--- src/sp1_pkg.sv ---
package sp1_pkg;

  // ----------------------------------------------------------------
  // Register indices (byte address is four times the index)
  // ----------------------------------------------------------------
  localparam logic [7:0] IDX_DATA      = 8'h18;
  localparam logic [7:0] IDX_STATUS    = 8'h19;
  localparam logic [7:0] IDX_CONTROL   = 8'h1A;
  localparam logic [7:0] IDX_DIVIDER   = 8'h1C;
  localparam logic [7:0] IDX_IRQ_STAT  = 8'h20;
  localparam logic [7:0] IDX_IRQ_MASK  = 8'h21;
  localparam logic [7:0] IDX_EDGE_SEL  = 8'h3A;

  // ----------------------------------------------------------------
  // Status and interrupt field positions
  // ----------------------------------------------------------------
  localparam int ST_TX_EMPTY = 0;
  localparam int ST_RX_FULL  = 1;
  localparam int ST_TX_DONE  = 2;
  localparam int ST_OVERRUN  = 3;
  localparam int IRQ_RX      = 0;
  localparam int IRQ_TX      = 1;

  // ----------------------------------------------------------------
  // Reset values
  // ----------------------------------------------------------------
  localparam logic [7:0] CONTROL_RST  = 8'h00;
  localparam logic [7:0] DIVIDER_RST  = 8'h00;
  localparam logic [7:0] EDGE_SEL_RST = 8'h00;
  localparam logic [1:0] IRQ_MASK_RST = 2'h0;

  // ----------------------------------------------------------------
  // Timing counts
  // ----------------------------------------------------------------
  localparam logic [1:0] PRESCALE_LAST = 2'h3;  // Source divided by 4
  localparam logic [3:0] OVERSAMPLE_LAST = 4'hF; // 16 ticks per bit
  localparam logic [3:0] MID_BIT       = 4'h7;
  localparam logic [3:0] FRAME_LAST    = 4'h9;  // Start, 8 data, stop
  localparam logic [2:0] BYTE_LAST     = 3'h7;

  // ----------------------------------------------------------------
  // Types
  // ----------------------------------------------------------------
  typedef struct packed {
    logic port_en;     // [7] Whole port enable
    logic async_mode;  // [6] 1: asynchronous, 0: clock synchronous
    logic rx_en;       // [5] Receiver enable
    logic tx_en;       // [4] Transmitter enable
    logic [1:0] spare; // [3:2] Read back as written
    logic int_clk;     // [1] 1: internal shift clock, 0: external
    logic src_div4;    // [0] 1: oscillator divided by 4, 0: undivided
  } sp1_ctrl_t;

  typedef enum {RX_IDLE, RX_START, RX_DATA, RX_STOP} sp1_rx_state_t;

endpackage : sp1_pkg

--- src/sp1_serial_port.sv ---
// Behaviour
// - Transmit-empty flag sets when held byte moves into the shift register.
// - Shift-complete flag reads one once a whole byte is shifted out.
// - Receive-full flag sets on a complete byte, clears on buffer read.
// - Control bits select mode, enable port, transmitter and receiver.
// - Count source picks undivided or divided-by-4 oscillator; internal sync clock is divider/4.
// - Sync internal clock: writing transmit data starts shifting, receive too.
// - Master transfer of a byte begins on the transmit data write.
// - External clock: port always accepts the incoming clock, no trigger.
// - External clock: receive interrupt after every eight clock pulses.
// - Master: received byte valid no later than transmit interrupt.
// - Synchronous bytes go out least significant bit first.
// - Async bit rate is oscillator / ((divider+1) x 16 x m).
//
// Our own choice: the APB interface to the registers.
module sp1_serial_port #(
  parameter int ADDR_W = 12
) (
  input  wire logic              clk,
  input  wire logic              rst_n,
  input  wire logic              psel,
  input  wire logic              penable,
  input  wire logic              pwrite,
  input  wire logic [ADDR_W-1:0] paddr,
  input  wire logic [31:0]       pwdata,
  output logic      [31:0]       prdata,
  output logic                   pready,
  output logic                   pslverr,
  output logic                   txd_out,
  output logic                   txd_oe,
  input  wire logic              rxd_in,
  input  wire logic              sclk_in,
  output logic                   sclk_out,
  output logic                   sclk_oe,
  output logic                   irq
);

  // ----------------------------------------------------------------
  // Registers and state
  // ----------------------------------------------------------------
  sp1_pkg::sp1_ctrl_t     ctrl;
  sp1_pkg::sp1_rx_state_t rx_state;
  logic [7:0] divider;
  logic [7:0] edge_sel;
  logic [7:0] tx_buf;
  logic [7:0] rx_buf;
  logic [7:0] tx_sh;
  logic [9:0] frame_sh;
  logic [7:0] rx_sh;
  logic [1:0] irq_stat;
  logic [1:0] irq_mask;
  logic       tx_empty;
  logic       rx_full;
  logic       tx_shift_done;
  logic       overrun;
  logic       tx_busy;
  logic       txd_q;
  logic       sclk_q;
  logic       sclk_in_q;
  logic [1:0] pre_cnt;
  logic [7:0] brg_cnt;
  logic       half_cnt;
  logic [3:0] os_cnt;
  logic [3:0] frame_cnt;
  logic [2:0] sync_cnt;
  logic [3:0] rx_os;
  logic [2:0] rx_bit;

  // ----------------------------------------------------------------
  // Bus decode
  // ----------------------------------------------------------------
  logic [7:0] idx;
  logic       mapped;
  logic       access;
  logic       wr;
  logic       rd;
  logic       wr_data;
  logic       rd_data;

  assign idx     = paddr[9:2];
  assign mapped  = (paddr[1:0] == 2'h0) && (paddr[ADDR_W-1:10] == '0) &&
                   (idx == sp1_pkg::IDX_DATA || idx == sp1_pkg::IDX_STATUS ||
                    idx == sp1_pkg::IDX_CONTROL ||
                    idx == sp1_pkg::IDX_DIVIDER ||
                    idx == sp1_pkg::IDX_IRQ_STAT ||
                    idx == sp1_pkg::IDX_IRQ_MASK ||
                    idx == sp1_pkg::IDX_EDGE_SEL);
  assign access  = psel && penable;
  assign wr      = access && pwrite && mapped;
  assign rd      = access && !pwrite && mapped;
  assign wr_data = wr && (idx == sp1_pkg::IDX_DATA);
  assign rd_data = rd && (idx == sp1_pkg::IDX_DATA);
  assign pready  = 1'b1;                   // Zero wait states
  assign pslverr = access && !mapped;      // Unmapped or misaligned

  // ----------------------------------------------------------------
  // Rate generation
  // ----------------------------------------------------------------
  logic pre_en;
  logic brg_tick;
  logic half_tick;
  logic bit_tick;

  // bit 0 set gives m of four
  assign pre_en    = ctrl.port_en &&
                     (!ctrl.src_div4 || pre_cnt == sp1_pkg::PRESCALE_LAST);
  assign brg_tick  = pre_en && (brg_cnt == 8'h00);
  assign half_tick = brg_tick && half_cnt;
  assign bit_tick  = brg_tick && (os_cnt == sp1_pkg::OVERSAMPLE_LAST);

  // Prescaler and reloading baud divider
  always_ff @(posedge clk or negedge rst_n) begin
    if (!rst_n) begin
      pre_cnt  <= 2'h0;
      brg_cnt  <= 8'h00;
      half_cnt <= 1'b0;
    end else if (!ctrl.port_en) begin
      pre_cnt  <= 2'h0;
      brg_cnt  <= divider;
      half_cnt <= 1'b0;
    end else begin
      pre_cnt <= pre_cnt + 2'h1;
      if (pre_en) begin
        brg_cnt <= (brg_cnt == 8'h00) ? divider : brg_cnt - 8'h01;
      end
      if (brg_tick) begin
        half_cnt <= !half_cnt;
      end
    end
  end

  // ----------------------------------------------------------------
  // Transfer control
  // ----------------------------------------------------------------
  logic sync_mode;
  logic async_on;
  logic rise;
  logic fall;
  logic sync_done;
  logic tx_load;
  logic tx_done;
  logic rx_async_done;
  logic rx_done;
  logic [7:0] rx_next;

  assign sync_mode = ctrl.port_en && !ctrl.async_mode;
  assign async_on  = ctrl.port_en && ctrl.async_mode;
  assign rise = ctrl.int_clk ? (tx_busy && half_tick && !sclk_q)
                             : (sclk_in && !sclk_in_q);
  assign fall = ctrl.int_clk ? (tx_busy && half_tick && sclk_q)
                             : (!sclk_in && sclk_in_q);
  assign sync_done = sync_mode && rise && (sync_cnt == sp1_pkg::BYTE_LAST);
  // move held byte when shifter is free
  assign tx_load = !tx_empty && !tx_busy && ctrl.tx_en && ctrl.port_en &&
                   (ctrl.async_mode || sync_cnt == 3'h0);
  assign tx_done = tx_busy &&
                   (ctrl.async_mode
                      ? (bit_tick && frame_cnt == sp1_pkg::FRAME_LAST)
                      : sync_done);
  assign rx_async_done = async_on && (rx_state == sp1_pkg::RX_STOP) &&
                         brg_tick && (rx_os == sp1_pkg::OVERSAMPLE_LAST);
  assign rx_done = ctrl.rx_en && (ctrl.async_mode ? rx_async_done : sync_done);
  assign rx_next = ctrl.async_mode ? rx_sh : {rxd_in, rx_sh[7:1]};

  // Transmit shifter, shift clock and transmit pin
  always_ff @(posedge clk or negedge rst_n) begin
    if (!rst_n) begin
      tx_busy   <= 1'b0;
      tx_sh     <= 8'h00;
      frame_sh  <= 10'h3FF;
      frame_cnt <= 4'h0;
      os_cnt    <= 4'h0;
      sync_cnt  <= 3'h0;
      txd_q     <= 1'b1;
      sclk_q    <= 1'b1;
      sclk_in_q <= 1'b1;
    end else begin
      sclk_in_q <= sclk_in;
      if (!ctrl.port_en) begin
        tx_busy  <= 1'b0;
        sync_cnt <= 3'h0;
        sclk_q   <= 1'b1;
        txd_q    <= 1'b1;
      end else if (tx_load) begin
        tx_busy   <= 1'b1;
        tx_sh     <= tx_buf;
        frame_sh  <= {1'b1, tx_buf, 1'b0};
        frame_cnt <= 4'h0;
        os_cnt    <= 4'h0;
      end else if (ctrl.async_mode) begin
        if (brg_tick) begin
          os_cnt <= os_cnt + 4'h1;
        end
        if (tx_busy) begin
          txd_q <= frame_sh[0];
        end
        if (bit_tick && tx_busy) begin
          frame_sh  <= {1'b1, frame_sh[9:1]};
          frame_cnt <= frame_cnt + 4'h1;
        end
        if (tx_done) begin
          tx_busy <= 1'b0;
        end
      end else begin
        if (ctrl.int_clk && tx_busy && half_tick) begin
          sclk_q <= !sclk_q;
        end
        if (fall) begin
          txd_q <= tx_sh[0];
        end
        if (rise) begin
          tx_sh    <= {1'b1, tx_sh[7:1]};
          sync_cnt <= sync_cnt + 3'h1;
        end
        if (tx_done) begin
          tx_busy <= 1'b0;
        end
      end
    end
  end

  // Receive shifter, both modes
  always_ff @(posedge clk or negedge rst_n) begin
    if (!rst_n) begin
      rx_state <= sp1_pkg::RX_IDLE;
      rx_sh    <= 8'h00;
      rx_os    <= 4'h0;
      rx_bit   <= 3'h0;
    end else if (!async_on) begin
      rx_state <= sp1_pkg::RX_IDLE;
      if (sync_mode && rise) begin
        rx_sh <= {rxd_in, rx_sh[7:1]};
      end
    end else begin
      if (brg_tick) begin
        rx_os <= rx_os + 4'h1;
      end
      case (rx_state)
        sp1_pkg::RX_IDLE: begin
          if (ctrl.rx_en && !rxd_in) begin
            rx_state <= sp1_pkg::RX_START;
            rx_os    <= 4'h0;
          end
        end
        sp1_pkg::RX_START: begin
          if (brg_tick && rx_os == sp1_pkg::MID_BIT) begin
            rx_os    <= 4'h0;
            rx_bit   <= 3'h0;
            rx_state <= rxd_in ? sp1_pkg::RX_IDLE : sp1_pkg::RX_DATA;
          end
        end
        sp1_pkg::RX_DATA: begin
          if (brg_tick && rx_os == sp1_pkg::OVERSAMPLE_LAST) begin
            rx_sh  <= {rxd_in, rx_sh[7:1]};
            rx_bit <= rx_bit + 3'h1;
            if (rx_bit == sp1_pkg::BYTE_LAST) begin
              rx_state <= sp1_pkg::RX_STOP;
            end
          end
        end
        sp1_pkg::RX_STOP: begin
          if (rx_async_done) begin
            rx_state <= sp1_pkg::RX_IDLE;
          end
        end
        default: rx_state <= sp1_pkg::RX_IDLE;
      endcase
    end
  end

  // ----------------------------------------------------------------
  // Flags and buffers
  // ----------------------------------------------------------------
  always_ff @(posedge clk or negedge rst_n) begin
    if (!rst_n) begin
      tx_buf        <= 8'h00;
      rx_buf        <= 8'h00;
      tx_empty      <= 1'b1;
      tx_shift_done <= 1'b1;
      rx_full       <= 1'b0;
      overrun       <= 1'b0;
    end else begin
      if (wr_data) begin
        tx_buf <= pwdata[7:0];
      end
      if (tx_load) begin
        tx_empty <= 1'b1;
      end else if (wr_data) begin
        tx_empty <= 1'b0;
      end
      if (tx_done) begin
        tx_shift_done <= 1'b1;
      end else if (tx_load) begin
        tx_shift_done <= 1'b0;
      end
      if (rx_done) begin
        rx_buf  <= rx_next;
        rx_full <= 1'b1;
      end else if (rd_data) begin
        rx_full <= 1'b0;
      end
      if (rx_done && rx_full && !rd_data) begin
        overrun <= 1'b1;
      end else if (wr && idx == sp1_pkg::IDX_STATUS) begin
        overrun <= 1'b0;
      end
    end
  end

  // ----------------------------------------------------------------
  // Configuration and interrupt registers
  // ----------------------------------------------------------------
  always_ff @(posedge clk or negedge rst_n) begin
    if (!rst_n) begin
      ctrl     <= sp1_pkg::CONTROL_RST;
      divider  <= sp1_pkg::DIVIDER_RST;
      edge_sel <= sp1_pkg::EDGE_SEL_RST;
      irq_mask <= sp1_pkg::IRQ_MASK_RST;
    end else if (wr) begin
      case (idx)
        sp1_pkg::IDX_CONTROL:  ctrl     <= pwdata[7:0];
        sp1_pkg::IDX_DIVIDER:  divider  <= pwdata[7:0];
        sp1_pkg::IDX_EDGE_SEL: edge_sel <= pwdata[7:0];
        sp1_pkg::IDX_IRQ_MASK: irq_mask <= pwdata[1:0];
        default: ;
      endcase
    end
  end

  // Sticky events, write one to clear, set wins
  always_ff @(posedge clk or negedge rst_n) begin
    if (!rst_n) begin
      irq_stat <= 2'h0;
    end else begin
      irq_stat[sp1_pkg::IRQ_RX] <= rx_done ||
        (irq_stat[sp1_pkg::IRQ_RX] &&
         !(wr && idx == sp1_pkg::IDX_IRQ_STAT && pwdata[sp1_pkg::IRQ_RX]));
      irq_stat[sp1_pkg::IRQ_TX] <= tx_done ||
        (irq_stat[sp1_pkg::IRQ_TX] &&
         !(wr && idx == sp1_pkg::IDX_IRQ_STAT && pwdata[sp1_pkg::IRQ_TX]));
    end
  end

  assign irq = |(irq_stat & irq_mask);

  // Read data captured in the setup cycle
  always_ff @(posedge clk or negedge rst_n) begin
    if (!rst_n) begin
      prdata <= 32'h0000_0000;
    end else if (psel && !penable && !pwrite) begin
      case (idx)
        sp1_pkg::IDX_DATA:     prdata <= {24'h000000, rx_buf};
        sp1_pkg::IDX_STATUS:   prdata <= {28'h0000000, overrun,
                                          tx_shift_done, rx_full, tx_empty};
        sp1_pkg::IDX_CONTROL:  prdata <= {24'h000000, ctrl};
        sp1_pkg::IDX_DIVIDER:  prdata <= {24'h000000, divider};
        sp1_pkg::IDX_IRQ_STAT: prdata <= {30'h00000000, irq_stat};
        sp1_pkg::IDX_IRQ_MASK: prdata <= {30'h00000000, irq_mask};
        sp1_pkg::IDX_EDGE_SEL: prdata <= {24'h000000, edge_sel};
        default:               prdata <= 32'h0000_0000;
      endcase
    end
  end

  // ----------------------------------------------------------------
  // Pins
  // ----------------------------------------------------------------
  assign txd_out  = txd_q;
  assign txd_oe   = ctrl.port_en && ctrl.tx_en;
  assign sclk_out = sclk_q;
  assign sclk_oe  = sync_mode && ctrl.int_clk;
endmodule : sp1_serial_port

--- config.mk ---
export PLATFORM = sky130hd
export DESIGN_NAME = sp1_serial_port
export DESIGN_NICKNAME = d
export VERILOG_FILES = /design/src/sp1_pkg.sv /design/src/sp1_serial_port.sv
export SDC_FILE = /design/constraint.sdc
export NUM_CORES = 1
export LEC_CHECK = 0
export ABC_AREA = 1
export BUFFER_PORTS_ARGS = -buffer_cell sky130_fd_sc_hd__buf_4
export CAP_MARGIN = 15
export CORE_MARGIN = 5
export CORE_UTILIZATION = 58
export DETAILED_ROUTE_END_ITERATION = 7
export GPL_TIMING_DRIVEN = 0
export PLACE_DENSITY = 0.81
export SLEW_MARGIN = 10
export SYNTH_ARGS = -nofsm -noshare
export SYNTH_HDL_FRONTEND = slang
export SYNTH_SLANG_ARGS = --single-unit
export TNS_END_PERCENT = 1
--- constraint.sdc ---
create_clock -name clk -period 2.2 [get_ports clk]
set_clock_uncertainty 0.05 [all_clocks]
set_input_delay 0.33 -clock clk [delete_from_list [all_inputs] [get_ports clk]]
set_output_delay 0.33 -clock clk [all_outputs]
set_load 0.02 [all_outputs]
# Yosys cells after proc, flatten, opt, wreduce, memory -nomap -nowiden
# Cells that the tools add are included.
op_classes:
  reduce_logical: 105
  eq_ne: 37
  mux: 67
  addsub: 7
  bitwise_logic: 1
op_table:
  columns: ["cell", "n"]
  rows:
  - ["$mux 32", 6]
  - ["$pmux 32 s4", 1]
  - ["$mux 8", 11]
  - ["$eq 32x2->1 const B", 2]
  - ["$pmux 8 s7", 1]
  - ["$logic_and 1x1->1", 51]
  - ["$mux 4", 9]
  - ["$eq 32x1->1 const B", 1]
  - ["$eq 32x3->1 const B", 1]
  - ["$eq 8x5->1 const B", 4]
  - ["$logic_not 32->1", 1]
  - ["$mux 10", 3]
  - ["$mux 1", 26]
  - ["$eq 8x6->1 const B", 3]
  - ["$reduce_and 3->1", 7]
  - ["$reduce_bool 2->1", 10]
  - ["$mux 3", 6]
  - ["$logic_not 1->1", 15]
  - ["$ne 3x3->1 const B", 5]
  - ["$ne 2x1->1 const B", 7]
  - ["$add 4x1->4 const B", 3]
  - ["$eq 4x4->1 const B", 3]
  - ["$logic_or 1x1->1", 10]
  - ["$logic_not 8->1", 1]
  - ["other kinds (19)", 30]
word_totals:
  output_inout_bits: 39
  reg_bits: 171
  inputBits: 51

# Longest topological paths before layout
depth:
  ltp_word: 15
  depth_mapped: 13

# Worst setup path after synthesis
# OpenSTA, ideal clock, no wires.
synth_timing:
  kind: "reg-to-reg"
  start: "register brg_cnt[0]"
  end: "register tx_busy"
  path_slack_ns: 0.297
  arrival_time_ns: 1.723
  path_stages_with_launch: 13
  n_path_buf: 1
  cell_sequence: "dfrtp_1 -> inv_1 -> ha_1 -> nand2_1 -> nor2_2 -> nand4_1 -> o21bai_2 -> nand3_1 -> nand2_1 -> buf_2 -> nand2_1 -> nand2_1 -> nand2_1"
synth_between:
  elab_chain_len: 11
  elab_cells_between_ends: 13
  classes_between: "eq/ne: 1; mux: 2; reduce/logical: 10"
synth_lines:
  columns: ["element", "line", "rtl"]
  rows:
  - ["from (decl)", "sp1_serial_port.sv:61", "logic [7:0] brg_cnt;"]
  - ["from (signal assigned)", "sp1_serial_port.sv:119", "brg_cnt <= divider;"]
  - ["from (signal assigned)", "sp1_serial_port.sv:124", "brg_cnt <= (brg_cnt == 8'h00) ? divider : brg_cnt - 8'h01;"]
  - ["$logic_not 8->1 (*)", "sp1_serial_port.sv:107", "assign brg_tick = pre_en && (brg_cnt == 8'h00);"]
  - ["$logic_and 1x1->1 (*)", "sp1_serial_port.sv:107", null]
  - ["$logic_and 1x1->1", "sp1_serial_port.sv:108", "assign half_tick = brg_tick && half_cnt;"]
  - ["$logic_and 1x1->1 (2 in series)", "sp1_serial_port.sv:148", "assign rise = ctrl.int_clk ? (tx_busy && half_tick && !sclk_q)"]
  - ["$mux 1", "sp1_serial_port.sv:148", null]
  - ["$logic_and 1x1->1 (2 in series)", "sp1_serial_port.sv:152", "assign sync_done = sync_mode && rise && (sync_cnt == sp1_pkg::BYTE_LAST);"]
  - ["$mux 1 (*)", "sp1_serial_port.sv:158", "? (bit_tick && frame_cnt == sp1_pkg::FRAME_LAST)"]
  - ["$logic_and 1x1->1 (*)", "sp1_serial_port.sv:156", "assign tx_done = tx_busy &&"]
  - ["$ne 3x1->1 (no source line) (*)", null, null]
  - ["to (signal assigned)", "sp1_serial_port.sv:168", "tx_busy <= 1'b0;"]
  - ["to (signal assigned)", "sp1_serial_port.sv:180", "tx_busy <= 1'b0;"]
  - ["to (signal assigned)", "sp1_serial_port.sv:185", "tx_busy <= 1'b1;"]
  - ["to (decl)", "sp1_serial_port.sv:56", "logic tx_busy;"]
# Every way passes the cells marked *; elsewhere a longest branch is shown, timed or not.
# A chain may end at the register's enable or synchronous reset.

# Worst setup path after layout
# Ends and elaborated chain as after synthesis.

==> metrics.yaml <==
drt:
  wl_per_cell_um: 14.66
  ant_nets: 0
  finalWirelength_um: 14570
  drtIter0Drc: 482
  vias: 5343
  drt-vias-per-instance: 5.375
  drc: 0
  drt_pass1_iterations: 5
synthesis:
  ys_async_sr_fraction_pct: 100.0
  synth_top_area_cell: "dfrtp_1"
  netlist.area_leader.share_pct: 41.02
  ys_warn_count: 0
  yosys-top-cells-area: "dfrtp_1 (41%), nand2_1 (12%), dfstp_2 (5.9%), inv_1 (5.6%), o21ai_0 (5.5%)"
  yosys-top-cells-count: "nand2_1 (199), dfrtp_1 (102), inv_1 (93)"
  syn_inst: 758
  synth_edf_count: 0
  syn-cell-area_um2: 6222
  ys_ff_latch: 116
  ys.flop_type: "dfrtp_1"
  yosys.cell_types.count: 49
  ys_seq_area_share_pct: 46.93
  postSynthAreaPerCell_um2: 8.209
  yosysMostFrequentCell: "nand2_1"
clock_tree:
  clk_latency_ns: 0.52
  numCtsBuffers: 17
  cts_tree: "done"
  htreeDepth: 4
  cts_root_buf: "clkbuf_8"
  numClockSinks: 116
  cts.path.max_buffers: 2
  clkTransAtPathRegs_ns: 0.05
critical_path:
  arrival_ns: 2.41
  rr_worst_depth: 12
  startpoint_type: "flop"
  critPathRequiredTime_ns: 2.53
  cp-end-kind: "flop"
  critical_path_class: "flop to flop"
  critPathMaxFanout: 10
place:
  dpl_worst_slack_ns: -0.1294
  routabilityCongestion: 0.8751
  hpwl_um: 10460
  io_buffers: 40
sta:
  rsz0062_at_grt: "no"
  hold_viol_final: 0
  min_period_over_period_pct: 94.76
  fmax_ghz: 0.4797
  setup_slack_ns: 0.1154
  finalCriticalPeriod_ns: 2.085
  finalSetupViolations: 0
  drv_slew: 0
  tightest_slew_ns: 0.9532
  relSlewSlack_pct: 36.22
pwr:
  irDropWorstVdd_uv: 623.5
  leakage_uw: 0.003735
  pwr_density_cell_nw_per_um2: 682.4
  total_power_uw: 5128
worst_hold_path:
  hp-class: "primary input to flop"
  whs_path_depth: 3
floorplan:
  start_util_pct: 59.74
  fp.dieW_um: 113.6
  die_h_um: 113.6
  core.rowCount: 37
  die_area_um2: 12900
  pin_count: 90
  core_area_um2: 10420
grt:
  grt_pass1_vias: 5135
  track_usage_pct: 23.65
  grt_use_met3_pct: 5.411
  gr-usage-met2_pct: 40.36
  gr-usage-met1_pct: 29.12
  grt_max_degree: 75
  grt.overflow.total: 0
  busiest_layer: "met2"
  grt_pass1_wl_um: 24320
  grt_antenna_before_repair: 0
layout:
  drive_gt1_share_pct: 20.28
  seq_area_um2: 2920
  antenna_cells: 0
  num-fill-cells: 785
  multiInputGateArea_um2: 2771
  nNetsFinal: 911
  area_growth_pct: 20.75
job:
  cap_violations: 0
run_status:
  status: "finished, final reports clean"
worst max-delay path, cell delays in order (launching register included):
cell and delay [ns]:
dfrtp_1 0.40, inv_2 0.08, ha_4 0.16, nand2_4 0.07
nor2_4 0.19, nand4_1 0.22, o21bai_4 0.25, nand3_2 0.10
nand2_2 0.11, buf_6 0.14, nand2_2 0.07, nand2_1 0.07
nand2_1 0.04
per-stage QoR:
stage          hold WS (ns)  instance area [um^2]  cells  utilization [%]  setup TNS (ns)
2_1_floorplan      -0.01559                  6309    781                -               0
3_3_place_gp         0.3716                  6779    957            65.08          -1.548
3_5_place_dp         0.2283                  6810    958            65.38          -2.839
4_1_cts            0.006855                  7445    993            71.47        -0.03940
5_1_grt             0.02102                  7513    994            72.13               0
6_report            0.01619                  7513    994            72.13               0
placed cells by master, fill, tap and decap left out, drive strengths merged, types with 2 or more instances in the layout:
| cell type | count |
|---|---|
| o211ai | 6 |
| ha | 15 |
| nand4 | 7 |
| nand3 | 50 |
| o21ai | 110 |
| o31ai | 2 |
| dfstp | 14 |
| dlygate4sd3 | 2 |
| and2 | 2 |
| dfrtp | 102 |
| nor4 | 2 |
| bufinv | 3 |
| clkbuf | 34 |
| conb | 25 |
| xor2 | 5 |
| nand2 | 202 |
| inv | 97 |
| or2 | 2 |
| a211oi | 4 |
| nor2 | 52 |
| clkinv | 3 |
| nor3 | 10 |
| a21oi | 17 |
| a22o | 3 |
| buf | 79 |
per-layer routing:
layer | vias up | wire length [um]
met5 | - | 0
met4 | 0 | 315
met3 | 26 | 904
met2 | 199 | 7367
met1 | 2528 | 5983
li1 | 2590 | -
layout make-up:
type,count,share of cell area (%)
buffer,43,4.330
clock buffer,27,6.545
clock inverter,5,1.332
inverter,98,4.896
multi-input combinational,524,36.89
sequential,116,38.87
tap,136,2.265
timing repair buffer,45,4.879
state kept, by name, summed over array words and instances, names as in the netlist, 3 cells and up:
signal / count
edge_sel: 8
frame_cnt: 4
sync_cnt: 3
brg_cnt: 8
ctrl: 8
rx_os: 4
frame_sh: 9
prdata: 8
tx_sh: 8
rx_buf: 8
rx_sh: 8
tx_buf: 8
os_cnt: 4
rx_bit: 3
divider: 8
cell families (layout without fill, tap and decap cells):
| family | Yosys count | count (layout) | synth area share (%) |
|---|---|---|---|
| compound gates | 150 | 150 | 14.16 |
| xor+xnor | 5 | 5 | 0.7038 |
| fa+ha+maj | 15 | 15 | 3.016 |
| buf+inv | 141 | 218 | 11.02 |
| flops | 116 | 116 | 46.93 |
| other cells | 2 | 25 | 0.1207 |
| simple gates | 329 | 329 | 24.05 |
path summary, 6_finish.rpt:
path / slack (ns) / end / startpoint
worst max-delay path: 0.12 / tx_busy / brg_cnt[0]
worst max register to register: 0.12 / tx_busy / brg_cnt[0]
worst min register to register: 0.39 / pre_cnt[0] / pre_cnt[0]
max in group asynchronous: 1.10 / sclk_in_q / rst_n
worst min-delay path: 0.02 / rx_sh[7] / rxd_in
min in group asynchronous: 0.26 / brg_cnt[2] / rst_n
power by group:
group / switching [uW] / internal [uW]
registers: 1.24 / 2140
logic: 147 / 82.5
clock network: 914 / 1840
timing repair:
| item | in CTS | in global routing |
|---|---|---|
| resized for setup | 3 | 18 |
| hold buffers | 2 | 0 |
| pin swaps | 2 | 4 |
| setup endpoints to repair | 38 | 45 |
| endpoints found under the hold margin | 43 | 0 |
| buffers inserted | 1 | 1 |
(Power assumes the default switching activity.)
